==> config.mk <==
export PLATFORM = sky130hd
export DESIGN_NAME = fcp_top
export DESIGN_NICKNAME = d
export VERILOG_FILES = /design/src/verilog/fcp_pkg.sv /design/src/verilog/fcp_timebase_if.sv /design/src/verilog/fcp_timebase.sv /design/src/verilog/fcp_top.sv
export SDC_FILE = /design/constraint.sdc
export NUM_CORES = 1
export LEC_CHECK = 0
export BUFFER_PORTS_ARGS = -buffer_cell sky130_fd_sc_hd__buf_2
export CORE_MARGIN = 2
export CORE_UTILIZATION = 45
export CTS_CLUSTER_DIAMETER = 120
export CTS_CLUSTER_SIZE = 25
export DETAILED_ROUTE_END_ITERATION = 10
export HOLD_SLACK_MARGIN = 0.03
export SLEW_MARGIN = 20
export SYNTH_ARGS = -nofsm -noshare
export SYNTH_HDL_FRONTEND = slang
export SYNTH_SLANG_ARGS = --single-unit
==> constraint.sdc <==
create_clock -name clock -period 9.5 [get_ports clock]
set_input_delay 1.425 -clock clock [delete_from_list [all_inputs] [get_ports clock]]
set_output_delay 1.425 -clock clock [all_outputs]
set_load 0.02 [all_outputs]
==> src/verilog/fcp_pkg.sv <==
// constants shared by the four-channel pulse width modulator files
package fcp_pkg;

  // ----------------------------------------------------------------
  // data widths
  // ----------------------------------------------------------------
  localparam int unsigned DATA_W = 8;
  localparam int unsigned CHANNELS = 4;
  localparam int unsigned APB_ADDR_W = 12;
  localparam int unsigned APB_DATA_W = 32;

  // ----------------------------------------------------------------
  // register indices; byte address is four times the index
  // ----------------------------------------------------------------
  localparam logic [7:0] IDX_CONTROL = 8'hF1;
  localparam logic [7:0] IDX_PRESCALE_CH3 = 8'hF3;
  localparam logic [7:0] IDX_DUTY_CH2 = 8'hF4;
  localparam logic [7:0] IDX_DUTY_CH3 = 8'hF5;
  localparam logic [7:0] IDX_PRESCALE_CH2 = 8'hF6;
  localparam logic [7:0] IDX_PRESCALE_CH1 = 8'hFB;
  localparam logic [7:0] IDX_DUTY_CH0 = 8'hFC;
  localparam logic [7:0] IDX_DUTY_CH1 = 8'hFD;
  localparam logic [7:0] IDX_PRESCALE_CH0 = 8'hFE;

  // ----------------------------------------------------------------
  // control register fields
  // ----------------------------------------------------------------
  localparam int unsigned BIT_CH0_OUTPUT_ENABLE = 0;
  localparam int unsigned BIT_CH1_OUTPUT_ENABLE = 1;
  localparam int unsigned BIT_MODULE_A_DUAL_SINGLE_SELECT = 2;
  localparam int unsigned BIT_CH2_OUTPUT_ENABLE = 4;
  localparam int unsigned BIT_CH3_OUTPUT_ENABLE = 5;
  localparam int unsigned BIT_MODULE_B_DUAL_SINGLE_SELECT = 6;
  localparam int unsigned BIT_FUNCTION_DISABLE = 7;
  // bit 3 is reserved: never stored, reads zero
  localparam logic [7:0] CONTROL_WRITE_MASK = 8'hF7;

  // ----------------------------------------------------------------
  // reset values
  // ----------------------------------------------------------------
  localparam logic [7:0] CONTROL_RESET = 8'h00;
  localparam logic [7:0] PRESCALE_RESET = 8'h00;
  localparam logic [7:0] DUTY_RESET = 8'h00;
  localparam logic IDLE_LEVEL = 1'b1;

  // ----------------------------------------------------------------
  // timing
  // ----------------------------------------------------------------
  localparam logic [7:0] COUNT_LAST = 8'hFE;
  localparam logic [7:0] COUNT_FIRST = 8'h00;
  localparam int unsigned OSC_PREDIVIDE = 2;

endpackage

==> src/verilog/fcp_timebase_if.sv <==
// link between the register front end and one prescaler/counter time base
`timescale 1ns/1ps
interface fcp_timebase_if;
  logic [7:0] prescale_value;
  logic run;
  logic [7:0] count;
  logic step;

  modport ctrl (
    output prescale_value,
    output run,
    input count,
    input step
  );

  modport base (
    input prescale_value,
    input run,
    output count,
    output step
  );
endinterface

==> src/verilog/fcp_timebase.sv <==
// one prescaler feeding a modulo-255 counter
`timescale 1ns/1ps
module fcp_timebase (
  // clock and reset
  input wire logic clock,
  input wire logic rst,
  input wire logic ce,
  // oscillator divided by two, one-cycle pulse
  input wire logic half_tick,
  // control and count
  fcp_timebase_if.base tb
);

  // ----------------------------------------------------------------
  // prescaler
  // ----------------------------------------------------------------
  logic [7:0] pre_reg;
  logic [7:0] count_reg;
  logic pre_done;

  assign pre_done = half_tick && (pre_reg >= tb.prescale_value);

  always_ff @(posedge clock or posedge rst) begin
    if (rst) begin
      pre_reg <= 8'h00;
    end else if (ce) begin
      if (!tb.run) begin
        pre_reg <= 8'h00;
      end else if (pre_done) begin
        pre_reg <= 8'h00;
      end else if (half_tick) begin
        pre_reg <= pre_reg + 8'h01;
      end
    end
  end

  // ----------------------------------------------------------------
  // counter
  // ----------------------------------------------------------------
  // step 0..254 then wrap
  always_ff @(posedge clock or posedge rst) begin
    if (rst) begin
      count_reg <= fcp_pkg::COUNT_FIRST;
    end else if (ce) begin
      if (!tb.run) begin
        count_reg <= fcp_pkg::COUNT_FIRST;
      end else if (pre_done) begin
        if (count_reg >= fcp_pkg::COUNT_LAST) begin
          count_reg <= fcp_pkg::COUNT_FIRST;
        end else begin
          count_reg <= count_reg + 8'h01;
        end
      end
    end
  end

  assign tb.count = count_reg;
  assign tb.step = pre_done;

endmodule

==> src/verilog/fcp_top.sv <==
// four-channel pulse width modulator with an apb register port
//
// Contract
// - each counter is clocked by an 8-bit prescaler dividing by value plus one
// - each counter counts modulo 255, from 0 through 254, then wraps
// - output is low while duty value is greater than its counter
// - output is high while duty value is equal to or below its counter
// - duty 00 gives constant high, duty FF gives constant low
// - a new duty value takes effect at once, not at period end
// - dual mode: ch0/ch1 share time base A, ch2/ch3 share time base B
// - all four channels can also run independently with own prescalers
// - module A select: clear means dual, set means single output
// - module B select: clear means dual, set means single output
// - function disable bit set stops the modulator, clear enables it
// - each channel has its own output enable bit in the control register
// - low to high time ratio is duty over 255 minus duty
// - after reset the four pins are modulator outputs, push-pull driven
// - pulse-width ratio programmable from 0 to 1 in 1/255 steps
//
// Chosen here: the APB slave port.
`timescale 1ns/1ps
module fcp_top (
  // clock, reset and freeze
  input wire logic clock,
  input wire logic rst,
  input wire logic ce,
  // apb slave
  input wire logic psel,
  input wire logic penable,
  input wire logic pwrite,
  input wire logic [fcp_pkg::APB_ADDR_W-1:0] paddr,
  input wire logic [fcp_pkg::APB_DATA_W-1:0] pwdata,
  input wire logic [3:0] pstrb,
  output logic [fcp_pkg::APB_DATA_W-1:0] prdata,
  output logic pready,
  output logic pslverr,
  // modulator pins, push-pull
  output logic [fcp_pkg::CHANNELS-1:0] pwm_out
);

  // ----------------------------------------------------------------
  // registers
  // ----------------------------------------------------------------
  logic [7:0] pulse_module_control_reg;
  logic [7:0] prescale_reg [fcp_pkg::CHANNELS];
  logic [7:0] duty_reg [fcp_pkg::CHANNELS];
  logic [fcp_pkg::APB_DATA_W-1:0] prdata_reg;
  logic pready_reg;
  logic pslverr_reg;
  logic [fcp_pkg::CHANNELS-1:0] pwm_out_reg;
  logic half_reg;

  // control fields
  logic function_disable_bit;
  logic module_a_dual_single_select;
  logic module_b_dual_single_select;
  logic [fcp_pkg::CHANNELS-1:0] output_enable;

  assign function_disable_bit = pulse_module_control_reg[fcp_pkg::BIT_FUNCTION_DISABLE];
  assign module_a_dual_single_select =
    pulse_module_control_reg[fcp_pkg::BIT_MODULE_A_DUAL_SINGLE_SELECT];
  assign module_b_dual_single_select =
    pulse_module_control_reg[fcp_pkg::BIT_MODULE_B_DUAL_SINGLE_SELECT];
  assign output_enable = {
    pulse_module_control_reg[fcp_pkg::BIT_CH3_OUTPUT_ENABLE],
    pulse_module_control_reg[fcp_pkg::BIT_CH2_OUTPUT_ENABLE],
    pulse_module_control_reg[fcp_pkg::BIT_CH1_OUTPUT_ENABLE],
    pulse_module_control_reg[fcp_pkg::BIT_CH0_OUTPUT_ENABLE]
  };

  // ----------------------------------------------------------------
  // apb decode
  // ----------------------------------------------------------------
  // one wait state: pready rises in the second access cycle, so the
  // data path is a clean flop and the write lands one edge later, as the transfer ends
  logic apb_access;
  logic apb_done;
  logic [7:0] reg_index;
  logic addr_aligned;
  logic addr_in_page;
  logic hit_control;
  logic [fcp_pkg::CHANNELS-1:0] hit_prescale;
  logic [fcp_pkg::CHANNELS-1:0] hit_duty;
  logic addr_mapped;
  logic wr_en;

  assign apb_access = psel && penable;
  assign apb_done = apb_access && pready_reg;
  assign reg_index = paddr[9:2];
  assign addr_aligned = (paddr[1:0] == 2'h0);
  assign addr_in_page = (paddr[fcp_pkg::APB_ADDR_W-1:10] == 2'h0);
  assign hit_control = (reg_index == fcp_pkg::IDX_CONTROL);
  assign hit_prescale = {
    reg_index == fcp_pkg::IDX_PRESCALE_CH3,
    reg_index == fcp_pkg::IDX_PRESCALE_CH2,
    reg_index == fcp_pkg::IDX_PRESCALE_CH1,
    reg_index == fcp_pkg::IDX_PRESCALE_CH0
  };
  assign hit_duty = {
    reg_index == fcp_pkg::IDX_DUTY_CH3,
    reg_index == fcp_pkg::IDX_DUTY_CH2,
    reg_index == fcp_pkg::IDX_DUTY_CH1,
    reg_index == fcp_pkg::IDX_DUTY_CH0
  };
  assign addr_mapped = addr_aligned && addr_in_page &&
    (hit_control || (|hit_prescale) || (|hit_duty));
  // only byte lane 0 carries register data
  assign wr_en = apb_done && pwrite && addr_mapped && pstrb[0];

  // one write select per register, so a refused write reaches no flop
  logic wr_control;
  logic [fcp_pkg::CHANNELS-1:0] wr_prescale;
  logic [fcp_pkg::CHANNELS-1:0] wr_duty;

  assign wr_control = wr_en && hit_control;
  assign wr_prescale = {fcp_pkg::CHANNELS{wr_en}} & hit_prescale;
  assign wr_duty = {fcp_pkg::CHANNELS{wr_en}} & hit_duty;

  // ----------------------------------------------------------------
  // apb handshake
  // ----------------------------------------------------------------
  always_ff @(posedge clock or posedge rst) begin
    if (rst) begin
      pready_reg <= 1'b0;
    end else if (ce) begin
      pready_reg <= apb_access && !pready_reg;
    end
  end

  // error is registered beside ready so both rise on the same edge
  always_ff @(posedge clock or posedge rst) begin
    if (rst) begin
      pslverr_reg <= 1'b0;
    end else if (ce) begin
      pslverr_reg <= apb_access && !pready_reg && !addr_mapped;
    end
  end

  // ----------------------------------------------------------------
  // read data
  // ----------------------------------------------------------------
  logic [7:0] read_byte;

  // unmapped or misaligned offsets read zero; pslverr flags them
  always_comb begin
    read_byte = 8'h00;
    if (addr_aligned && addr_in_page) begin
      unique case (reg_index)
        fcp_pkg::IDX_CONTROL: begin
          read_byte = pulse_module_control_reg;
        end
        fcp_pkg::IDX_PRESCALE_CH0: begin
          read_byte = prescale_reg[0];
        end
        fcp_pkg::IDX_PRESCALE_CH1: begin
          read_byte = prescale_reg[1];
        end
        fcp_pkg::IDX_PRESCALE_CH2: begin
          read_byte = prescale_reg[2];
        end
        fcp_pkg::IDX_PRESCALE_CH3: begin
          read_byte = prescale_reg[3];
        end
        fcp_pkg::IDX_DUTY_CH0: begin
          read_byte = duty_reg[0];
        end
        fcp_pkg::IDX_DUTY_CH1: begin
          read_byte = duty_reg[1];
        end
        fcp_pkg::IDX_DUTY_CH2: begin
          read_byte = duty_reg[2];
        end
        fcp_pkg::IDX_DUTY_CH3: begin
          read_byte = duty_reg[3];
        end
        default: begin
          read_byte = 8'h00;
        end
      endcase
    end
  end

  always_ff @(posedge clock or posedge rst) begin
    if (rst) begin
      prdata_reg <= 32'h00000000;
    end else if (ce) begin
      if (apb_access && !pready_reg && !pwrite) begin
        prdata_reg <= {24'h000000, read_byte};
      end else begin
        prdata_reg <= 32'h00000000;
      end
    end
  end

  // ----------------------------------------------------------------
  // register writes
  // ----------------------------------------------------------------
  // reserved bit 3 is masked, so it always reads back zero
  // select bits stored here
  always_ff @(posedge clock or posedge rst) begin
    if (rst) begin
      pulse_module_control_reg <= fcp_pkg::CONTROL_RESET;
    end else if (ce && wr_control) begin
      pulse_module_control_reg <= pwdata[7:0] & fcp_pkg::CONTROL_WRITE_MASK;
    end
  end

  genvar g;
  generate
    for (g = 0; g < fcp_pkg::CHANNELS; g++) begin : g_regs
      always_ff @(posedge clock or posedge rst) begin
        if (rst) begin
          prescale_reg[g] <= fcp_pkg::PRESCALE_RESET;
        end else if (ce && wr_prescale[g]) begin
          prescale_reg[g] <= pwdata[7:0];
        end
      end

      always_ff @(posedge clock or posedge rst) begin
        if (rst) begin
          duty_reg[g] <= fcp_pkg::DUTY_RESET;
        end else if (ce && wr_duty[g]) begin
          duty_reg[g] <= pwdata[7:0];
        end
      end
    end
  endgenerate

  // ----------------------------------------------------------------
  // oscillator divide by two
  // ----------------------------------------------------------------
  // half-rate tick feeds every prescaler
  always_ff @(posedge clock or posedge rst) begin
    if (rst) begin
      half_reg <= 1'b0;
    end else if (ce) begin
      half_reg <= !half_reg;
    end
  end

  // ----------------------------------------------------------------
  // time bases
  // ----------------------------------------------------------------
  // four bases exist; in dual mode the odd one of each pair idles and
  // its channel borrows the even base, so one prescaler sets both
  // leaving dual mode starts the odd base from zero, so the split
  // channel begins a fresh period out of step with its partner
  logic [fcp_pkg::CHANNELS-1:0] single_mode;
  logic [7:0] chan_count [fcp_pkg::CHANNELS];
  // counts leave each base here, so routing needs no path into it
  logic [7:0] base_count [fcp_pkg::CHANNELS];

  // module B select applies to ch2/ch3
  assign single_mode = {
    module_b_dual_single_select, module_b_dual_single_select,
    module_a_dual_single_select, module_a_dual_single_select
  };

  generate
    for (g = 0; g < fcp_pkg::CHANNELS; g++) begin : g_base
      fcp_timebase_if tb_if ();

      assign tb_if.prescale_value = prescale_reg[g];
      // disable bit holds all counters at zero
      // odd bases run only in single mode
      assign tb_if.run = !function_disable_bit && ((g % 2 == 0) || single_mode[g]);

      fcp_timebase u_timebase (
        .clock(clock),
        .rst(rst),
        .ce(ce),
        .half_tick(half_reg),
        .tb(tb_if.base)
      );
      assign base_count[g] = tb_if.count;
    end

    for (g = 0; g < fcp_pkg::CHANNELS; g++) begin : g_route
      if (g % 2 == 0) begin : g_even
        assign chan_count[g] = base_count[g];
      end else begin : g_odd
        // dual mode shares the pair's even counter
        assign chan_count[g] = single_mode[g] ? base_count[g]
                                              : base_count[g-1];
      end
    end
  endgenerate

  // ----------------------------------------------------------------
  // channel gating and compare
  // ----------------------------------------------------------------
  // one bit per channel each, so the pin flops below only pick a level
  logic [fcp_pkg::CHANNELS-1:0] chan_active;
  logic [fcp_pkg::CHANNELS-1:0] chan_low;

  generate
    for (g = 0; g < fcp_pkg::CHANNELS; g++) begin : g_cmp
      // disable bit and enable bit both gate the pin
      assign chan_active[g] = !function_disable_bit && output_enable[g];
      // the count never reaches FF, so FF stays above it
      assign chan_low[g] = duty_reg[g] > chan_count[g];
    end
  endgenerate

  // ----------------------------------------------------------------
  // compare and pin drive
  // ----------------------------------------------------------------
  // duty is compared straight from its register so a write shows on the
  // pin one edge after it lands, mid-period; the counter never reaches FF, so
  // FF is constant low and 00 constant high
  generate
    for (g = 0; g < fcp_pkg::CHANNELS; g++) begin : g_out
      // pins start as push-pull modulator outputs at idle high
      always_ff @(posedge clock or posedge rst) begin
        if (rst) begin
          pwm_out_reg[g] <= fcp_pkg::IDLE_LEVEL;
        end else if (ce) begin
          // disabled channel parks at idle level
          if (!chan_active[g]) begin
            pwm_out_reg[g] <= fcp_pkg::IDLE_LEVEL;
          end else if (chan_low[g]) begin
            pwm_out_reg[g] <= 1'b0;
          // high while duty at or below count
          end else begin
            pwm_out_reg[g] <= 1'b1;
          end
        end
      end
    end
  endgenerate

  // ----------------------------------------------------------------
  // outputs
  // ----------------------------------------------------------------
  // every port comes straight from its flop, with no gate after it
  // follow from 255-step compare above
  assign pwm_out = pwm_out_reg;
  assign prdata = prdata_reg;
  assign pready = pready_reg;
  assign pslverr = pslverr_reg;

endmodule

Word level (Yosys, flattened, before mapping)
Index checks and enable logic that the tools add are counted.
{"block": "totals", "ff_bits": 174, "word_cells": 150, "input_bits": 54, "out_inout_bits": 38}
{"block": "op_classes", "reduce_logical": 53, "n_eq_ne": 13, "add_sub_neg": 8, "magnitude_cmp": 12, "muxes": 37, "n_bitwise": 2}
{"operator": "8-bit two-way mux", "count": 28}
{"operator": "8-bit equality test (second input constant)", "count": 9}
{"operator": "8-bit case mux with 9 select lines", "count": 1}
{"operator": "8-bit by 1-bit adder with 8-bit output (second input constant)", "count": 8}
{"operator": "8-bit >= comparator", "count": 4}
{"operator": "8-bit >= comparator (second input constant)", "count": 4}
{"operator": "8-bit > comparator", "count": 4}
{"operator": "1-bit logical AND", "count": 30}
{"operator": "2-bit AND reduction", "count": 8}
{"operator": "4-bit bitwise AND", "count": 2}
{"operator": "1-bit two-way mux", "count": 8}
{"operator": "4-bit OR reduction", "count": 2}
{"operator": "3-bit != test (second input constant)", "count": 2}
{"operator": "3-bit nonzero test", "count": 2}
{"operator": "1-bit zero test", "count": 5}
{"operator": "2-bit zero test", "count": 2}
{"operator": "2-bit != test (second input constant)", "count": 2}
{"operator": "2-bit nonzero test", "count": 2}
{"operator": "1-bit logical OR", "count": 2}

Longest topological paths before layout
{"block": "depth", "depth_word": 9, "depth_mapped": 9, "depth_no_buf": 8}

Cells and area by module
From an unflattened synthesis, not the netlist that was laid out.
{"block": "hier_totals", "cells_unflattened": 996, "area_unflattened_um2": 9934.5}
{"module": "fcp_top", "instances": 1, "area_per_inst_um2": 5240.0, "cells_per_inst": 460, "seq_area_each_um2": 2157.1}
{"module": "fcp_timebase", "instances": 4, "area_per_inst_um2": 1173.6, "cells_per_inst": 134, "seq_area_each_um2": 400.4}

Worst setup path before layout
No wires, ideal clock.
{"block": "synth_timing", "kind": "in2reg", "start": "in paddr[5] (netlist name)", "end": "reg prescale_reg (netlist bit g_base[3].tb_if.prescale_value[0])", "setup_ns": 0.125, "cell_stages": 6, "arrival_ns": 3.050, "n_path_buf": 1, "setup_slack_ns": 6.325, "required_ns": 9.375, "cell_sequence": "buf_2 > nor2b_1 > a2bb2oi_2 > or4_4 > nor2_4 > mux2_2"}
{"block": "synth_via", "elab_chain_cells": 9}
{"item": "start: declaration", "line": "fcp_top.sv:31", "text": "input wire logic [fcp_pkg::APB_ADDR_W-1:0] paddr,"}
{"item": "8-bit equality test (on tied branches)"}
{"item": "4-bit OR reduction", "line": "fcp_top.sv:106", "text": "(hit_control || (|hit_prescale) || (|hit_duty));"}
{"item": "1-bit logical OR (2 in a row)", "line": "fcp_top.sv:106"}
{"item": "1-bit logical AND", "line": "fcp_top.sv:105", "text": "assign addr_mapped = addr_aligned && addr_in_page &&"}
{"item": "1-bit logical AND (2 in a row)", "line": "fcp_top.sv:108", "text": "assign wr_en = apb_done && pwrite && addr_mapped && pstrb[0];"}
{"item": "4-bit bitwise AND *", "line": "fcp_top.sv:116", "text": "assign wr_prescale = {fcp_pkg::CHANNELS{wr_en}} & hit_prescale;"}
{"item": "1-bit logical AND *", "line": "fcp_top.sv:214", "text": "end else if (ce && wr_prescale[g]) begin"}
{"item": "end signal: indexed assignment", "line": "fcp_top.sv:213", "text": "prescale_reg[g] <= fcp_pkg::PRESCALE_RESET;"}
{"item": "end signal: indexed assignment", "line": "fcp_top.sv:215", "text": "prescale_reg[g] <= pwdata[7:0];"}
{"item": "end: declaration", "line": "fcp_top.sv:45", "text": "logic [7:0] prescale_reg [fcp_pkg::CHANNELS];"}
Mark *: on every way between the ends. The rest lies on a longest branch, timed or not.
A chain may end at the register's enable or synchronous reset.

Worst setup path after layout
{"block": "layout_timing", "start": "in paddr[5] (netlist name)", "end": "reg duty_reg[28] (netlist name)"}
{"block": "layout_via", "elab_chain_cells": 9}
{"item": "8-bit equality test (on tied branches)"}
{"item": "4-bit OR reduction", "line": "fcp_top.sv:106"}
{"item": "1-bit logical OR (2 in a row)", "line": "fcp_top.sv:106"}
{"item": "1-bit logical AND", "line": "fcp_top.sv:105"}
{"item": "1-bit logical AND (2 in a row)", "line": "fcp_top.sv:108"}
{"item": "4-bit bitwise AND *", "line": "fcp_top.sv:117", "text": "assign wr_duty = {fcp_pkg::CHANNELS{wr_en}} & hit_duty;"}
{"item": "1-bit logical AND *", "line": "fcp_top.sv:222", "text": "end else if (ce && wr_duty[g]) begin"}
{"item": "end signal: indexed assignment", "line": "fcp_top.sv:221", "text": "duty_reg[g] <= fcp_pkg::DUTY_RESET;"}
{"item": "end signal: indexed assignment", "line": "fcp_top.sv:223", "text": "duty_reg[g] <= pwdata[7:0];"}
{"item": "end: declaration", "line": "fcp_top.sv:46", "text": "logic [7:0] duty_reg [fcp_pkg::CHANNELS];"}
Marks and branches as above.

==> results.sh <==
export IMPL_die_x_um=149
export IMPL_hold_path_endpoint="g_base[3].tb_if.prescale_value[6]"
export IMPL_num_rows=52
export IMPL_yosys_area_top_type="dfrtp_1"
export IMPL_clk_pin_slew_ns=0.06
export IMPL_cts_buffers=17
export IMPL_r2r_cells=7
export IMPL_required_ns=9.82
export IMPL_slowest_stage="buf_2"
export IMPL_seqPwrFrac=0.412
export IMPL_finalMaxSlewViolations=0
export IMPL_io_buffer_count=40
export IMPL_grt_pass1_wl_um=38300
export IMPL_start_util=0.462
export IMPL_place_area_mm2=0.00975
export IMPL_path_cells="buf_2 -> nor2b_1 -> a2bb2oi_2 -> nor4_4 -> buf_4 -> and3_1 -> mux2_2"
export IMPL_combPwrFrac=0.179
export IMPL_max_freq_ghz=0.293
export IMPL_yosysMostFrequentCell="dfrtp_1"
export IMPL_ys_ff_latch=150
export IMPL_cts_resized=0
export IMPL_netlist_area_mm2=0.00941
export IMPL_final_area_mm2=0.0104
export IMPL_p_per_area_mw_per_mm2=173
export IMPL_grt_overflow_total=0
export IMPL_peakVddDrop_mv=0.124
export IMPL_h_tree_depth=4
export IMPL_seq_area_frac_synth=0.400
export IMPL_clock_sinks=150
export IMPL_routedWlPerCell_um=18.9
export IMPL_dieArea_mm2=0.0221
export IMPL_crit_path_start_kind="primary input"
export IMPL_drt_iter0_drc=390
export IMPL_via_per_inst=5.73
export IMPL_p_leak_nw=4.89
export IMPL_drtAntennaViolNets=0
export IMPL_cp_arrival_ns=3.74
export IMPL_drv_cap=0
export IMPL_r2r_slack_ns=6.86
export IMPL_worstHoldStart="g_base[3].tb_if.prescale_value[6]"
export IMPL_tns_ns=0
export IMPL_worstHoldPathCells=1
export IMPL_num_io_pins=92
export IMPL_synth_commonest_cells="146 x dfrtp_1, 80 x inv_1, 76 x ha_1, 59 x o21ai_0, 54 x mux2_2"
export IMPL_synth_warnings=0
export IMPL_layout_min_cycle_time_ns=3.42
export IMPL_slew_headroom=0.176
export IMPL_switching_share=0.307
export IMPL_cts_setup_buffers=0
export IMPL_finalNetCount=1094
export IMPL_r2r_start="g_base[3].u_timebase.pre_reg[0]"
export IMPL_async_flop_share=1.00
export IMPL_p_int_w=0.00125
export IMPL_wl_um=23600
export IMPL_grt_max_degree=86
export IMPL_root_buffer="clkbuf_16"
export IMPL_hp_class="reg2reg"
export IMPL_finalSetupViolCount=0
export IMPL_dr_pass1_iters=5
export IMPL_hold_buffers=0
export IMPL_cpPeakStageDelay_ns=0.57
export IMPL_synth_compound_area_share=0.155
export IMPL_synth_top_cell_area_share=0.388
export IMPL_rsz0062_at_grt="no"
export IMPL_whs_ns=0.508
export IMPL_setup_ws_ns=6.08
export IMPL_grt_pass1_vias=6973
export IMPL_place_ws_ns=5.68
export IMPL_yosys_most_used_dff="dfrtp_1"
export IMPL_yosys_mux_area_fraction=0.120
export IMPL_cts_tree="built"
export IMPL_yosys_cell_types_count=74
export IMPL_crit_path_max_fanout=37
export IMPL_avgSynthCellArea_um2=10.1
export IMPL_synth_adder_area_share=0.101
export IMPL_clock_path_buffers=2
export IMPL_p_switching_w=0.000552
export IMPL_core_area_mm2=0.0204
export IMPL_p_clk_frac=0.409
export IMPL_antenna_found_initial=1
export IMPL_synthSimpleGateAreaFrac=0.144
export IMPL_layout_drive_gt1_share=0.173
export IMPL_clock_skew_ns=0.00869
export IMPL_synth_edf_count=0
export IMPL_area_delta_synth_final_pct=10.5
export IMPL_cp_end_kind="flip-flop"
export IMPL_track_usage=0.223
export IMPL_num_fill_cells=1875
export IMPL_syn_inst=933
export IMPL_die_h_um=149
export IMPL_gp_congestion=0.895
export IMPL_place_hpwl_um=17000
export IMPL_vias=7155
export IMPL_finalNonFillerCells=1248
export IMPL_synth_xor_area_share=0.0140
export IMPL_drc_errors=0
export IMPL_dp_cells=1215
export IMPL_status="finished, final reports clean"
export IMPL_r2r_end="g_base[3].u_timebase.tb.count[1]"
export IMPL_clock_latency_ns=0.44
export IMPL_synth_top_family_by_area="compound AO/OA/AOI/OAI gates"
export IMPL_finalHoldViolCount=0
export IMPL_synthTopCellsByArea="dfrtp_1 39%, ha_1 10%, mux2_2 6.5%"
export IMPL_crit_type="in2reg"
export IMPL_finalCritPeriodShare=0.360
export IMPL_worst_pin_slew_ns=1.23
-- final cells by class --
cell class / count / area, um2 / area share
Timing Repair Buffer: 45 / 238 / 0.0229
Multi-Input combinational cell: 670 / 5110 / 0.492
Sequential cell: 150 / 3760 / 0.362
Tap cell: 270 / 338 / 0.0325
Antenna cell: 1 / 2.50 / 0.000241
Clock inverter: 14 / 200 / 0.0193
Clock buffer: 18 / 439 / 0.0423
Inverter: 80 / 305 / 0.0294
-- how the worst max path moves through the flow --
stage	start	to	slack [ns]	cells after the start
2_1_floorplan	rst	duty_reg[0]	4.05	1
6_report	paddr[5]	duty_reg[28]	6.08	7
4_1_cts	paddr[5]	duty_reg[28]	6.13	7
3_5_place_dp	paddr[5]	duty_reg[28]	5.68	7
5_1_grt	paddr[5]	duty_reg[27]	6.01	7
3_3_place_gp	paddr[5]	duty_reg[26]	5.68	7
-- per-stage QoR --
step / util / power [W]
2_1_floorplan: - / 0.000978
3_3_place_gp: 0.479 / 0.00107
3_5_place_dp: 0.479 / 0.00107
4_1_cts: 0.510 / 0.00181
5_1_grt: 0.510 / 0.00189
6_report: 0.510 / 0.00180
-- metal layers --
layer / wire (um) / share of wire / GRT usage / up-vias
met5: 0 / 0 / 0 / -
li1: - / - / - / 3454
met2: 10500 / 0.45 / 0.336 / 159
met3: 883 / 0.037 / 0.0368 / 36
met1: 11600 / 0.49 / 0.321 / 3506
met4: 646 / 0.027 / 0.0871 / 0
-- critical path: cells and delay by family --
kind / cells / cell delay [ns]
multiplexers: 1 / 0.32
AO/OA/AOI/OAI: 1 / 0.30
AND/OR/NAND/NOR: 3 / 0.89
buffers and inverters: 2 / 0.79
-- power by group through the flow --
stage | clock network (W) | logic [W] | registers, W
finish | 0.000736 | 0.000323 | 0.000741
global placement | 0 | 0.000315 | 0.000753
global route | 0.000773 | 0.000368 | 0.000748
floorplan | 0 | 0.000254 | 0.000724
detailed placement | 0 | 0.000321 | 0.000753
CTS | 0.000750 | 0.000324 | 0.000741
-- cell families after synthesis --
logic type                 count (synthesis)
buffers and inverters                    136
other                                      1
AOI/OAI and AO/OA                        211
DFF                                      150
and+or+nand+nor                          248
xor gates and xnor gates                  15
muxes                                     96
adders and majority gates                 76
-- cells in the final DEF (no fill, tap or decap), types with 17 or more instances in the layout --
| cell type | count |
|---|---|
| nor2_1 | 46 |
| nand2_1 | 47 |
| mux2_2 | 54 |
| nand3_1 | 41 |
| conb_1 | 24 |
| buf_2 | 40 |
| inv_1 | 79 |
| nand4_1 | 17 |
| a21oi_1 | 20 |
| clkbuf_16 | 17 |
| dfrtp_1 | 146 |
| ha_1 | 76 |
| mux2i_1 | 25 |
| o21ai_0 | 58 |
Power figures use the tool's default switching activity.
